<file path="config.mk">
export PLATFORM = sky130hd
export DESIGN_NAME = fao_pipeline
export DESIGN_NICKNAME = d
export VERILOG_FILES = /design/src/rtl/fao_pkg.sv /design/src/rtl/fao_buffer.sv /design/src/rtl/fao_pipeline.sv
export VERILOG_INCLUDE_DIRS = /design/src /design/src/rtl
export SDC_FILE = /design/constraint.sdc
export NUM_CORES = 1
export LEC_CHECK = 0
export ABC_AREA = 1
export BUFFER_PORTS_ARGS = -buffer_cell sky130_fd_sc_hd__buf_2
export CORE_MARGIN = 8
export CORE_UTILIZATION = 52
export DETAILED_ROUTE_END_ITERATION = 7
export PLACE_DENSITY = 0.75
export SYNTH_ARGS = -nofsm -noshare
export SYNTH_HDL_FRONTEND = slang
export SYNTH_SLANG_ARGS = --single-unit
</file>
<file path="constraint.sdc">
create_clock -name clock -period 25.7 [get_ports clock]
set_input_delay 2.57 -clock clock [delete_from_list [all_inputs] [get_ports clock]]
set_output_delay 2.57 -clock clock [all_outputs]
set_load 0.03 [all_outputs]
</file>
<file path="src/rtl/fao_consts.svh">
`ifndef FAO_CONSTS_SVH
`define FAO_CONSTS_SVH

// Resolution of the converter and size of the comparator ladder.
`define FAO_RES_BITS 9
`define FAO_LADDER_SIZE 512
// Comparator latch offset after the rising strobe edge, in ns.
`define FAO_SAMPLING_OFFSET_NS 10
`define FAO_CLOCK_PERIOD_NS 10
`define FAO_SAMPLING_OFFSET_CYC \
    ((`FAO_SAMPLING_OFFSET_NS + `FAO_CLOCK_PERIOD_NS - 1) / \
    `FAO_CLOCK_PERIOD_NS)
// Strobe periods from sample to capture.
`define FAO_LATENCY_STROBES 2
`define FAO_BUF_DEPTH 2

`endif

</file>
<file path="src/rtl/fao_pkg.sv">
package fao_pkg;
    typedef logic [8:0] fao_word_type;
    typedef logic [511:0] fao_therm_type;
    typedef enum logic [2:0] {
        FAO_IDLE = 3'b001,
        FAO_LATCH = 3'b010,
        FAO_WAIT = 3'b100
    } fao_state_type;
endpackage

</file>
<file path="src/rtl/fao_buffer.sv">
`timescale 1ns/10ps
`include "fao_consts.svh"

// Two-entry buffer; holds words while the receiver stalls.
module fao_buffer #(
    parameter int WIDTH = 10
) (
    // Clock and reset.
    input wire logic clock,
    input wire logic reset,
    // Fill side.
    input wire logic in_valid,
    output logic in_ready,
    input wire logic [WIDTH-1:0] in_data,
    // Drain side.
    output logic out_valid,
    input wire logic out_ready,
    output logic [WIDTH-1:0] out_data
);
    logic [WIDTH-1:0] mem_ff [2];
    logic [WIDTH-1:0] nxt_mem [2];
    logic rd_ptr_ff, nxt_rd_ptr, wr_ptr_ff, nxt_wr_ptr;
    logic [1:0] count_ff, nxt_count;
    logic push, pop;

    always_comb begin
        in_ready = (count_ff != 2'h2);
        out_valid = (count_ff != 2'h0);
        out_data = mem_ff[rd_ptr_ff];
        push = in_valid && in_ready;
        pop = out_valid && out_ready;
        nxt_mem = mem_ff;
        if (push) begin
            nxt_mem[wr_ptr_ff] = in_data;
        end
        nxt_wr_ptr = wr_ptr_ff ^ push;
        nxt_rd_ptr = rd_ptr_ff ^ pop;
        nxt_count = count_ff + {1'b0, push} - {1'b0, pop};
    end

    always_ff @(posedge clock or posedge reset) begin
        if (reset) begin
            mem_ff[0] <= '0;
            mem_ff[1] <= '0;
            rd_ptr_ff <= 1'b0;
            wr_ptr_ff <= 1'b0;
            count_ff <= 2'h0;
        end else begin
            mem_ff <= nxt_mem;
            rd_ptr_ff <= nxt_rd_ptr;
            wr_ptr_ff <= nxt_wr_ptr;
            count_ff <= nxt_count;
        end
    end
endmodule

</file>
<file path="src/rtl/fao_pipeline.sv">
`timescale 1ns/10ps
`include "fao_consts.svh"

module fao_pipeline #(
    parameter int RES_BITS = `FAO_RES_BITS,
    parameter int LADDER = `FAO_LADDER_SIZE
) (
    // Clock and reset.
    input wire logic clock,
    input wire logic reset,
    // Sample strobe, differential.
    input wire logic sample_strobe,
    input wire logic sample_strobe_n,
    // Comparator ladder; bit LADDER-1 is the over-range comparator.
    input wire fao_pkg::fao_therm_type comparators,
    // Result outputs, true and complement, bit 8 is result_msb.
    output fao_pkg::fao_word_type result_true,
    output fao_pkg::fao_word_type result_comp,
    output logic over_range_flag,
    output logic over_range_flag_n,
    output logic result_valid,
    // Capture handshake.
    input wire logic capture_ready
);
    import fao_pkg::*;

    // The sampling offset rounded up to whole clock cycles.
    localparam int OFFSET_CYC = `FAO_SAMPLING_OFFSET_CYC;
    // Index of the over-range comparator at the top of the ladder.
    localparam int TOP = LADDER - 1;

    // Index plus one of the highest lit comparator below the top; for a clean
    // thermometer code this equals the count of lit comparators below the top.
    function automatic fao_word_type therm_encode(input fao_therm_type t);
        fao_word_type code;
        code = '0;
        for (int i = 1; i < LADDER; i++) begin
            if (t[i - 1]) begin
                code = i[RES_BITS-1:0];
            end
        end
        return code;
    endfunction

    // The over-range comparator is never part of the encoded count.
    function automatic logic therm_over(input fao_therm_type t);
        return t[TOP];
    endfunction

    // Strobe edge detection.
    logic strobe_q_ff, nxt_strobe_q;
    logic strobe_ok;
    logic rise;
    // Latch sequencer.
    fao_state_type state_ff, nxt_state;
    logic [1:0] offs_ff, nxt_offs;
    fao_therm_type latch_ff, nxt_latch;
    logic latched_ff, nxt_latched;
    // Encode stage, one word waiting for the next strobe.
    fao_word_type enc_ff, nxt_enc;
    logic enc_ovr_ff, nxt_enc_ovr;
    logic enc_full_ff, nxt_enc_full;
    logic take;
    // Two-entry buffer towards the capture side.
    logic buf_in_ready;
    logic buf_out_valid;
    logic [RES_BITS:0] buf_out_data;
    // Output stage.
    fao_word_type nxt_true;
    fao_word_type nxt_comp;
    logic nxt_ovr;
    logic nxt_ovr_n;
    logic nxt_valid;

    // A sample starts only on a clean differential rise; a pair that is
    // equal on both legs is treated as no strobe.
    always_comb begin
        strobe_ok = sample_strobe && !sample_strobe_n;
        rise = strobe_ok && !strobe_q_ff;
        nxt_strobe_q = strobe_ok;
    end

    always_ff @(posedge clock or posedge reset) begin
        if (reset) begin
            strobe_q_ff <= 1'b0;
        end else begin
            strobe_q_ff <= nxt_strobe_q;
        end
    end

    // The comparators are latched the sampling offset after the rise.
    // Rises that arrive while a latch is pending are ignored, so the
    // capture side must keep its strobes at least two cycles apart.
    // With an offset of one cycle the wait state is skipped entirely.
    always_comb begin
        nxt_state = state_ff;
        nxt_offs = offs_ff;
        nxt_latch = latch_ff;
        nxt_latched = 1'b0;
        case (state_ff)
            FAO_IDLE: begin
                if (rise) begin
                    nxt_offs = 2'(OFFSET_CYC - 1);
                    nxt_state = (OFFSET_CYC <= 1) ? FAO_LATCH : FAO_WAIT;
                end
            end
            FAO_WAIT: begin
                nxt_offs = offs_ff - 2'h1;
                if (offs_ff <= 2'h1) begin
                    nxt_state = FAO_LATCH;
                end
            end
            FAO_LATCH: begin
                nxt_latch = comparators;
                nxt_latched = 1'b1;
                nxt_state = FAO_IDLE;
            end
            default: begin
                nxt_state = FAO_IDLE;
            end
        endcase
    end

    always_ff @(posedge clock or posedge reset) begin
        if (reset) begin
            state_ff <= FAO_IDLE;
            offs_ff <= 2'h0;
            latch_ff <= '0;
            latched_ff <= 1'b0;
        end else begin
            state_ff <= nxt_state;
            offs_ff <= nxt_offs;
            latch_ff <= nxt_latch;
            latched_ff <= nxt_latched;
        end
    end

    // Encode the latched sample; it waits here for the next strobe. A new
    // sample that finds the buffer full overwrites the waiting word, so a
    // long stall drops samples here and never inside the buffer.
    always_comb begin
        nxt_enc = enc_ff;
        nxt_enc_ovr = enc_ovr_ff;
        nxt_enc_full = enc_full_ff;
        // The next strobe edge moves the encoded word to the buffer.
        take = rise && enc_full_ff && buf_in_ready;
        if (take) begin
            nxt_enc_full = 1'b0;
        end
        // A fresh sample wins over a transfer in the same cycle.
        if (latched_ff) begin
            nxt_enc = therm_encode(latch_ff);
            nxt_enc_ovr = therm_over(latch_ff);
            nxt_enc_full = 1'b1;
        end
    end

    always_ff @(posedge clock or posedge reset) begin
        if (reset) begin
            enc_ff <= '0;
            enc_ovr_ff <= 1'b0;
            enc_full_ff <= 1'b0;
        end else begin
            enc_ff <= nxt_enc;
            enc_ovr_ff <= nxt_enc_ovr;
            enc_full_ff <= nxt_enc_full;
        end
    end

    // The flag rides in the top bit of each buffer entry so that it can
    // never part from the word it describes.
    fao_buffer #(
        .WIDTH(RES_BITS + 1)
    ) u_buffer (
        .clock(clock),
        .reset(reset),
        .in_valid(take),
        .in_ready(buf_in_ready),
        .in_data({enc_ovr_ff, enc_ff}),
        .out_valid(buf_out_valid),
        .out_ready(capture_ready),
        .out_data(buf_out_data)
    );

    // Outputs keep the old word until the buffer presents a new one; both
    // legs of every pair come from registers of the same edge, so the
    // pair never shows two equal legs. A stalled capture side simply
    // leaves the last word standing.
    always_comb begin
        nxt_true = result_true;
        nxt_ovr = over_range_flag;
        nxt_valid = buf_out_valid;
        if (buf_out_valid && capture_ready) begin
            nxt_true = buf_out_data[RES_BITS-1:0];
            nxt_ovr = buf_out_data[RES_BITS];
        end
        nxt_comp = ~nxt_true;
        nxt_ovr_n = ~nxt_ovr;
    end

    // Reset shows code zero with a dark flag on both legs of each pair.
    always_ff @(posedge clock or posedge reset) begin
        if (reset) begin
            result_true <= '0;
            result_comp <= '1;
            over_range_flag <= 1'b0;
            over_range_flag_n <= 1'b1;
            result_valid <= 1'b0;
        end else begin
            result_true <= nxt_true;
            result_comp <= nxt_comp;
            over_range_flag <= nxt_ovr;
            over_range_flag_n <= nxt_ovr_n;
            result_valid <= nxt_valid;
        end
    end
endmodule

</file>
# Word-level counts from Yosys, hierarchy flattened
# Cells that the tools add are included.
[totals] elab_cells=578 ff_bits=575 input_bits=517 output_inout_bits=21
[classes] mux=527 n_bitwise=6 n_eq_ne=6 reduce_logical=14 n_lt_le_gt_ge=4 add_sub_neg=3
[ops] operator="$mux W9" n=511
[ops] operator="$mux W10" n=4
[ops] operator="$bwmux W20" n=1
[ops] operator="$demux W10 S1" n=1
[ops] operator="$not A9 Y9" n=1
[ops] operator="$logic_and A1 B1 Y1" n=7
[ops] operator="$mux W3" n=2
[ops] operator="$ne A2 B2 Y1 const B" n=3
[ops] operator="$pmux W3 S2" n=1
[ops] operator="$reduce_bool A2 Y1" n=3
[ops] operator="$mux W1" n=5
[ops] operator="$ge A2 B2 Y1 const B" n=2
[ops] operator="$not A1 Y2" n=2
[ops] operator="$pmux W2 S2" n=1
[ops] operator="$reduce_and A2 Y1" n=2
[ops] operator="$eq A3 B1 Y1 const B" n=1
[ops] operator="$eq A3 B2 Y1 const B" n=1
[ops] operator="$eq A3 B3 Y1 const B" n=1
[ops] operator="$add A2 B1 Y2" n=1
[ops] operator="$le A2 B1 Y1 const B" n=1
[ops] operator="$logic_not A1 Y1" n=2
[ops] operator="$lt A2 B1 Y1 const B" n=1
[ops] operator="$mux W2" n=1
[ops] operator="$sub A2 B1 Y2" n=1
[ops] operator="3 further kinds" n=4

# Longest topological paths before layout
# Gate-level depths: netlist (run 1).
[logic_depth] depth_word=511 depth_mapped=511 ltp_nobuf=511

# Modules after synthesis
# A second synthesis (run 1) with hierarchy kept.
[hier_totals] hier_cells=3763 hier_area_um2=30574.3
[modules_own_cells] module="fao_pipeline" cells_each=3623 area_each_um2=29440.7 instances=1
[modules_own_cells] module="fao_buffer" cells_each=140 area_each_um2=1133.6 instances=1

# Least setup slack after synthesis (run 1)
# No wires, ideal clock.
[synth_timing] kind="register to register" from="register latch_ff[1]" to="register enc_ff[0]" path_stages_with_launch=512 period_less_slack_ps=21795 path_slack_ps=3905 arrival_ps=21722 cell_sequence="dfrtp_1 -> inv_2 -> nand2_1 -> nand2_1 -> nand2_1 -> nand2_1 -> nand2_1 -> nand2_1 -> nand2_1 -> nand2_1 -> nand2_1 -> nand2_1 -> nand2_1 -> nand2_1 -> nand2_1 -> nand2_1 -> nand2_1 -> nand2_1 -> [... 476 more ...] -> nand2_1 -> nand2_1 -> nand2_1 -> nand2_1 -> nand2_1 -> nand2_1 -> nand2_1 -> nand2_1 -> nand2_1 -> nand2_1 -> nand2_1 -> nand2_1 -> nand2_1 -> nand2_1 -> nand2_1 -> nand2_1 -> nand2_1 -> a21oi_2"
[synth_lines] element="start, declared" line="fao_pipeline.sv:57" source="fao_therm_type latch_ff, nxt_latch;"
[synth_lines] element="start signal, assigned" line="fao_pipeline.sv:133" source="latch_ff <= nxt_latch;"
[synth_lines] element="end signal, assigned" line="fao_pipeline.sv:164" source="enc_ff <= nxt_enc;"
[synth_lines] element="end, declared" line="fao_pipeline.sv:60" source="fao_word_type enc_ff, nxt_enc;"

==> results.cfg, run 1 <==
[finish]
utilization_pct = 62.1
multiInputGateArea_um2 = 10500
mostFrequentLayoutCells = nand2_1, dfrtp_1, o21ai_0
final-seq-area_um2 = 14300
nets = 4730
syn_to_final_growth_pct = 17.8
final_common_cell = nand2_1
n_fill_cell = 5011
drive_above_1_share_pct = 22.0

[power]
p_leak_nw = 17.9
internal_power_mw = 2.45
pwr_density_cell_nw_per_um2 = 98.3
p_seq_share_pct = 39.2
ir_drop_uv = 66.6
power_switching_mw = 1.08
power.share.clock_pct = 25.7
switching_share_pct = 30.7
p_comb_share_pct = 35.1

[timing]
rsz0062_at_grt = true
finalHoldViolations = 0
fin_crit_sh_pct = 98.2
fin_tns_setup_ps = 0
relSlewSlack_pct = 24.9
post-route-min-period_ps = 25250
fmax_ghz = 0.0396
tightest_slew_ps = 1130
skew_ps = 33.6
setup_viol = 0
slew_viol_final = 0

[setup_path]
worstPathRequired_ps = 26260
critPathKind = flip-flop to flip-flop
max_stage_delay_ps = 370
worstRegToRegCells = 511
path_common_cell = nand2_1
rr_startpoint = latch_ff[1]$_DFFE_PP0P_
start_kind = flip-flop
arrival_ps = 25810
cp_max_fo = 3
cp-endpoint = enc_ff[0]$_DFFE_PP0P_
r2r-end = enc_ff[0]$_DFFE_PP0P_
reg2reg_slack_ps = 450
critPathCaptureType = flip-flop
cp_slowest_cell = dfrtp_1
crit_start = latch_ff[1]$_DFFE_PP0P_

[clock_tree]
clkSlewWorstSetupHoldPaths_ps = 60
clock_path_buffers = 3
cts.sinks = 572
cts_made_buffers = 60
clk_latency_ps = 640
tritoncts = done
ctsHoldBuffers = 0
h-tree-depth = 2
root_buffer = clkbuf_16

[grt]
antenna_found_initial = 8
grt_pass1_vias = 24899
grt_pass1_wl_um = 125000
gr-total-overflow = 0
grt_max_degree = 276
gr-usage-all-layers_pct = 23.0

[logic_synthesis]
netlist_instances = 3721
ys_seq_elements = 572
avgSynthCellArea_um2 = 8.19
netlist_area_um2 = 30500
synth.distinct_cells = 30
yosysSeqAreaShare_pct = 47.0
ys_warn_count = 0
syn-num-nets = 4242

[detailed_routing]
drc_errors = 0
drtIter0Drc = 1520
ant_nets = 0
firstDrtPassIters = 7
vias_per_cell = 4.88
routedWlPerCell_um = 15.5
vias = 24531
drt-total-wl_um = 78000

[hold_path]
hp-class = flip-flop to flip-flop

[floorplan]
die-width_um = 258
row_count = 88
io_pins = 538
core_um2 = 57800
die_area_um2 = 66600
start_util_pct = 52.7
die_y_um = 258

[placement]
gp_congestion = 0.861
dp.final_hpwl_um = 60000
numPortBuffers = 537

[job]
maxCapViolCount = 0

[outcome]
status = completed
-- timing repair --
action / in CTS / in global routing
setup buffers: 0 / 0
gates resized for setup: 0 / 4
setup endpoints to repair: 0 / 1
-- through the flow --
step	cells	setup WS [ps]	power [mW]	hold WS, ps	instance area, um2
2_1_floorplan	3721	3910	2.38	442	30500
3_3_place_gp	4912	671	2.60	482	33800
3_5_place_dp	4912	479	2.64	473	33800
4_1_cts	5023	190	3.56	488	35900
5_1_grt	5025	-5050	3.78	519	35900
6_report	5027	453	3.53	484	35900
-- how the worst min path moves through the flow --
stage                              start                   endpoint  cells after the start
2_1_floorplan  latch_ff[511]$_DFFE_PP0P_  latch_ff[511]$_DFFE_PP0P_                      2
3_3_place_gp   latch_ff[511]$_DFFE_PP0P_  latch_ff[511]$_DFFE_PP0P_                      2
3_5_place_dp     latch_ff[0]$_DFFE_PP0P_    latch_ff[0]$_DFFE_PP0P_                      2
4_1_cts          latch_ff[0]$_DFFE_PP0P_    latch_ff[0]$_DFFE_PP0P_                      2
5_1_grt          latch_ff[0]$_DFFE_PP0P_    latch_ff[0]$_DFFE_PP0P_                      2
6_report         latch_ff[0]$_DFFE_PP0P_    latch_ff[0]$_DFFE_PP0P_                      2
-- flip-flops by register name, indices dropped and copies added (netlist names) --
signal / cells
result_valid: 1
u_buffer.wr_ptr_ff: 1
latched_ff: 1
over_range_flag: 1
over_range_flag_n: 1
result_true: 9
u_buffer.mem_ff: 20
latch_ff: 512
enc_ff: 9
result_comp: 9
u_buffer.rd_ptr_ff: 1
enc_ovr_ff: 1
state_ff: 2
enc_full_ff: 1
strobe_q_ff: 1
u_buffer.count_ff: 2
-- Yosys cell counts --
master    count  area, um2
a211oi_1      1       7.51
a21oi_1      15       75.1
a21oi_2       1       8.76
a31oi_1       6       37.5
and2_1        1       6.26
buf_1         4       15.0
buf_4         1       7.51
bufinv_8    225       3940
clkbuf_1    116        435
clkinv_1     62        233
dfrtp_1     561      14000
dfstp_2      11        289
ha_1          4       50.1
inv_1       238        893
inv_2        28        105
mux2_2        8       90.1
nand2_1    1400       5260
nand3_1     124        621
nor2_1      277       1040
nor3_1        3       15.0
nor4_1       63        394
o211ai_1      3       22.5
o21ai_0     547       2740
o21bai_1      4       30.0
o22a_1        3       26.3
o311ai_1      1       8.76
o41ai_1       1       8.76
or2_2        10       62.6
xnor2_1       2       17.5
xor2_1        1       8.76
-- worst max-delay path, delay by kind of cell, from the launching register on --
family                 cells  cell delay (ps)
DFF                        1              370
and+or+nand+nor          509            24570
buffers and inverters      1               70
AOI/OAI and AO/OA          1              100
-- power by group through the flow --
stage / Sequential (mW) / Clock, mW / Combinational (mW)
4_1_cts: 1.39 / 0.923 / 1.25
5_1_grt: 1.42 / 0.961 / 1.39
6_report: 1.38 / 0.907 / 1.24
3_5_place_dp: 1.40 / 0 / 1.24
3_3_place_gp: 1.39 / 0 / 1.22
2_1_floorplan: 1.39 / 0 / 0.985
-- kinds of logic (layout without fill, tap and decap cells) --
| family | count (synthesis) | after routing | share of synthesized area (%) |
|---|---|---|---|
| simple gates | 1878 | 1878 | 24.3 |
| mux | 8 | 8 | 0.296 |
| buf+inv | 674 | 1211 | 18.5 |
| compound gates | 582 | 582 | 9.72 |
| xor+xnor | 3 | 3 | 0.0862 |
| fa+ha+maj | 4 | 4 | 0.164 |
| flops | 572 | 572 | 47.0 |
| other cells | 0 | 4 | 0 |
-- metal layers --
metal  routed length [um]  vias up  global-route usage (%)  part of all wire (%)
met5                   69        -                       0                 0.088
met4                 2410       10                    7.56                   3.1
met3                 4550      135                    4.50                   5.8
met2                37600      597                    38.8                    48
met1                33400    11256                    29.8                    43
li1                     -    12533                       -                     -
-- cell type report --
class / instances / area share (%)
antenna: 4 / 0.0279
clock buffer: 85 / 4.86
clock inverter: 26 / 0.951
inverter: 553 / 14.4
multi-input combinational: 2475 / 29.4
sequential: 572 / 39.9
tap: 765 / 2.66
timing repair buffer: 547 / 7.83
Note: power is estimated with default switching activity, not from simulation.
==> run 2: changes to the inputs <==
--- a/config.mk
+++ b/config.mk
@@ -11,7 +11,7 @@
 export CORE_MARGIN = 8
 export CORE_UTILIZATION = 52
 export DETAILED_ROUTE_END_ITERATION = 7
-export PLACE_DENSITY = 0.75
+export PLACE_DENSITY = 0.84
 export SYNTH_ARGS = -nofsm -noshare
 export SYNTH_HDL_FRONTEND = slang
 export SYNTH_SLANG_ARGS = --single-unit
==> run 2 against run 1 <==
  * Non-clock buffer count rose by 6
  * Combinational power about the same
  * Register-to-register slack got worse by 450 ps
  * First-iteration DRC count rose by 9.7%
  * Via count grew 2.7%
  * Sequential power about the same
  * Cell count up 0.12%
  * Sequential cell count is the same
  * Global-route usage up 0.68 points
  * Setup slack worse by 450 ps
  * Count of clock-buffer cells in the layout shrank 6
  * Largest cell class unchanged
  * Highest routed layer is now met4
==> results.cfg, run 2 (synthesis results as in run 1) <==
[outcome]
status = completed

[grt]
grt_pass1_vias = 25674
antenna_found_initial = 3
grt_max_degree = 253
gr-total-overflow = 0
gr-usage-all-layers_pct = 23.7
grt_pass1_wl_um = 129000

[placement]
numPortBuffers = 537
dpl_worst_slack_ps = 264
gp_congestion = 0.905
placed_cell_area_um2 = 33800
dp.final_hpwl_um = 61900

[timing]
relSlewSlack_pct = 31.0
post-route-min-period_ps = 25700
slew_viol_final = 0
fmax_ghz = 0.0389
fin_ws_ps = 1.48
tightest_slew_ps = 1040
finalHoldViolations = 0
skew_ps = 22.4
setup_viol = 0
rsz0062_at_grt = true
fin_hold_ws_ps = 501
fin_crit_sh_pct = 100

[detailed_routing]
ant_nets = 0
dr_wl_met3_um = 5350
drtIter0Drc = 1667
vias_per_cell = 5.00
routedWlPerCell_um = 16.0
vias = 25182
drc_errors = 0
wl_met1_um = 33400
drt-total-wl_um = 80700
top_layer = met4
firstDrtPassIters = 5
wl_met2_um = 39200

[clock_tree]
root_buffer = clkbuf_16
h-tree-depth = 2
clkSlewWorstSetupHoldPaths_ps = 60
clock_path_buffers = 3
tritoncts = done
cts_made_buffers = 60
cts.sinks = 572
clk_latency_ps = 630
ctsHoldBuffers = 0

[hold_path]
hp-class = flip-flop to flip-flop
whs_path_depth = 2

[finish]
utilization_pct = 62.1
final_area_um2 = 35900
syn_to_final_growth_pct = 17.8
drive_above_1_share_pct = 22.2
final_common_cell = nand2_1
regMostFlops = latch_ff
reg.largest.list = latch_ff x512, u_buffer.mem_ff x20
largest_register_ff_count = 512
nets = 4736
mostFrequentLayoutCells = nand2_1, dfrtp_1, o21ai_0

[power]
pwr_density_cell_nw_per_um2 = 98.6
p_leak_nw = 17.9
finalPower_mw = 3.54
ir_drop_uv = 63.9

[setup_path]
arrival_ps = 26210
path_common_cell = nand2_1
critPathKind = flip-flop to flip-flop
cp_max_fo = 2
worstRegToRegCells = 510
critPathCaptureType = flip-flop
cp_slowest_cell = dfrtp_1
start_kind = flip-flop
worstPathRequired_ps = 26220
max_stage_delay_ps = 400

[floorplan]
die-width_um = 258
die_y_um = 258
start_util_pct = 52.7
die_area_um2 = 66600
row_count = 88
io_pins = 538
core_um2 = 57800

[job]
maxCapViolCount = 0
run 2: changes by cell type in the layout (fill, tap and decap cells not counted), sizes merged:
cell,change
buf,+6
clkbuf,-6
clkinvlp,+4
clkinv,+3
bufinv,-1
diode,-1
inv,+1
run 2: critical path: cells and delay by family (launching register included):
family / cells / cell delay (ps)
and+or+nand+nor: 509 / 25180
DFF: 1 / 400
AOI/OAI and AO/OA: 1 / 50
run 2: cell type report:
cell class | instances | area (um2)
fillers | 4823 | 21900
multi-input cells | 2475 | 10500
inverters | 553 | 5180
clock buffers | 79 | 1690
flip-flops and latches | 572 | 14300
repair buffers | 553 | 2820
diodes | 3 | 7.51
well taps | 765 | 957
clock inverters | 33 | 373
run 2: path summary, 6_finish.rpt:
kind	end	start	slack (ps)
setup / recovery	enc_ff[0]$_DFFE_PP0P_	latch_ff[0]$_DFFE_PP0P_	1
hold / removal	latch_ff[511]$_DFFE_PP0P_	latch_ff[511]$_DFFE_PP0P_	500
setup reg to reg	enc_ff[0]$_DFFE_PP0P_	latch_ff[0]$_DFFE_PP0P_	1
hold reg to reg	latch_ff[511]$_DFFE_PP0P_	latch_ff[511]$_DFFE_PP0P_	500
max in group asynchronous	latch_ff[221]$_DFFE_PP0P_	reset	20490
min in group asynchronous	latch_ff[313]$_DFFE_PP0P_	reset	2060
run 2: per-layer routing:
layer / global-route usage, % / vias up
met5: 0 / -
met4: 8.09 / 0
met3: 4.86 / 160
met2: 40.7 / 776
met1: 29.7 / 11702
li1: - / 12544
run 2: per-stage QoR:
stage,cells,setup TNS [ps]
2_1_floorplan,3721,0
3_3_place_gp,4917,0
3_5_place_dp,4917,0
4_1_cts,5029,-66.0
5_1_grt,5030,-4700
6_report,5033,0
run 2: repair_timing:
action	in CTS	in global routing
gates resized for setup	3	2
endpoints found under the setup margin	1	1
buffers inserted	0	1
run 2: power by group:
| group | internal (mW) | leakage, nW | switching [mW] |
|---|---|---|---|
| clock network | 0.525 | 1.02 | 0.372 |
| logic | 0.690 | 10.2 | 0.563 |
| registers | 1.22 | 6.67 | 0.173 |
| total | 2.43 | 17.9 | 1.11 |
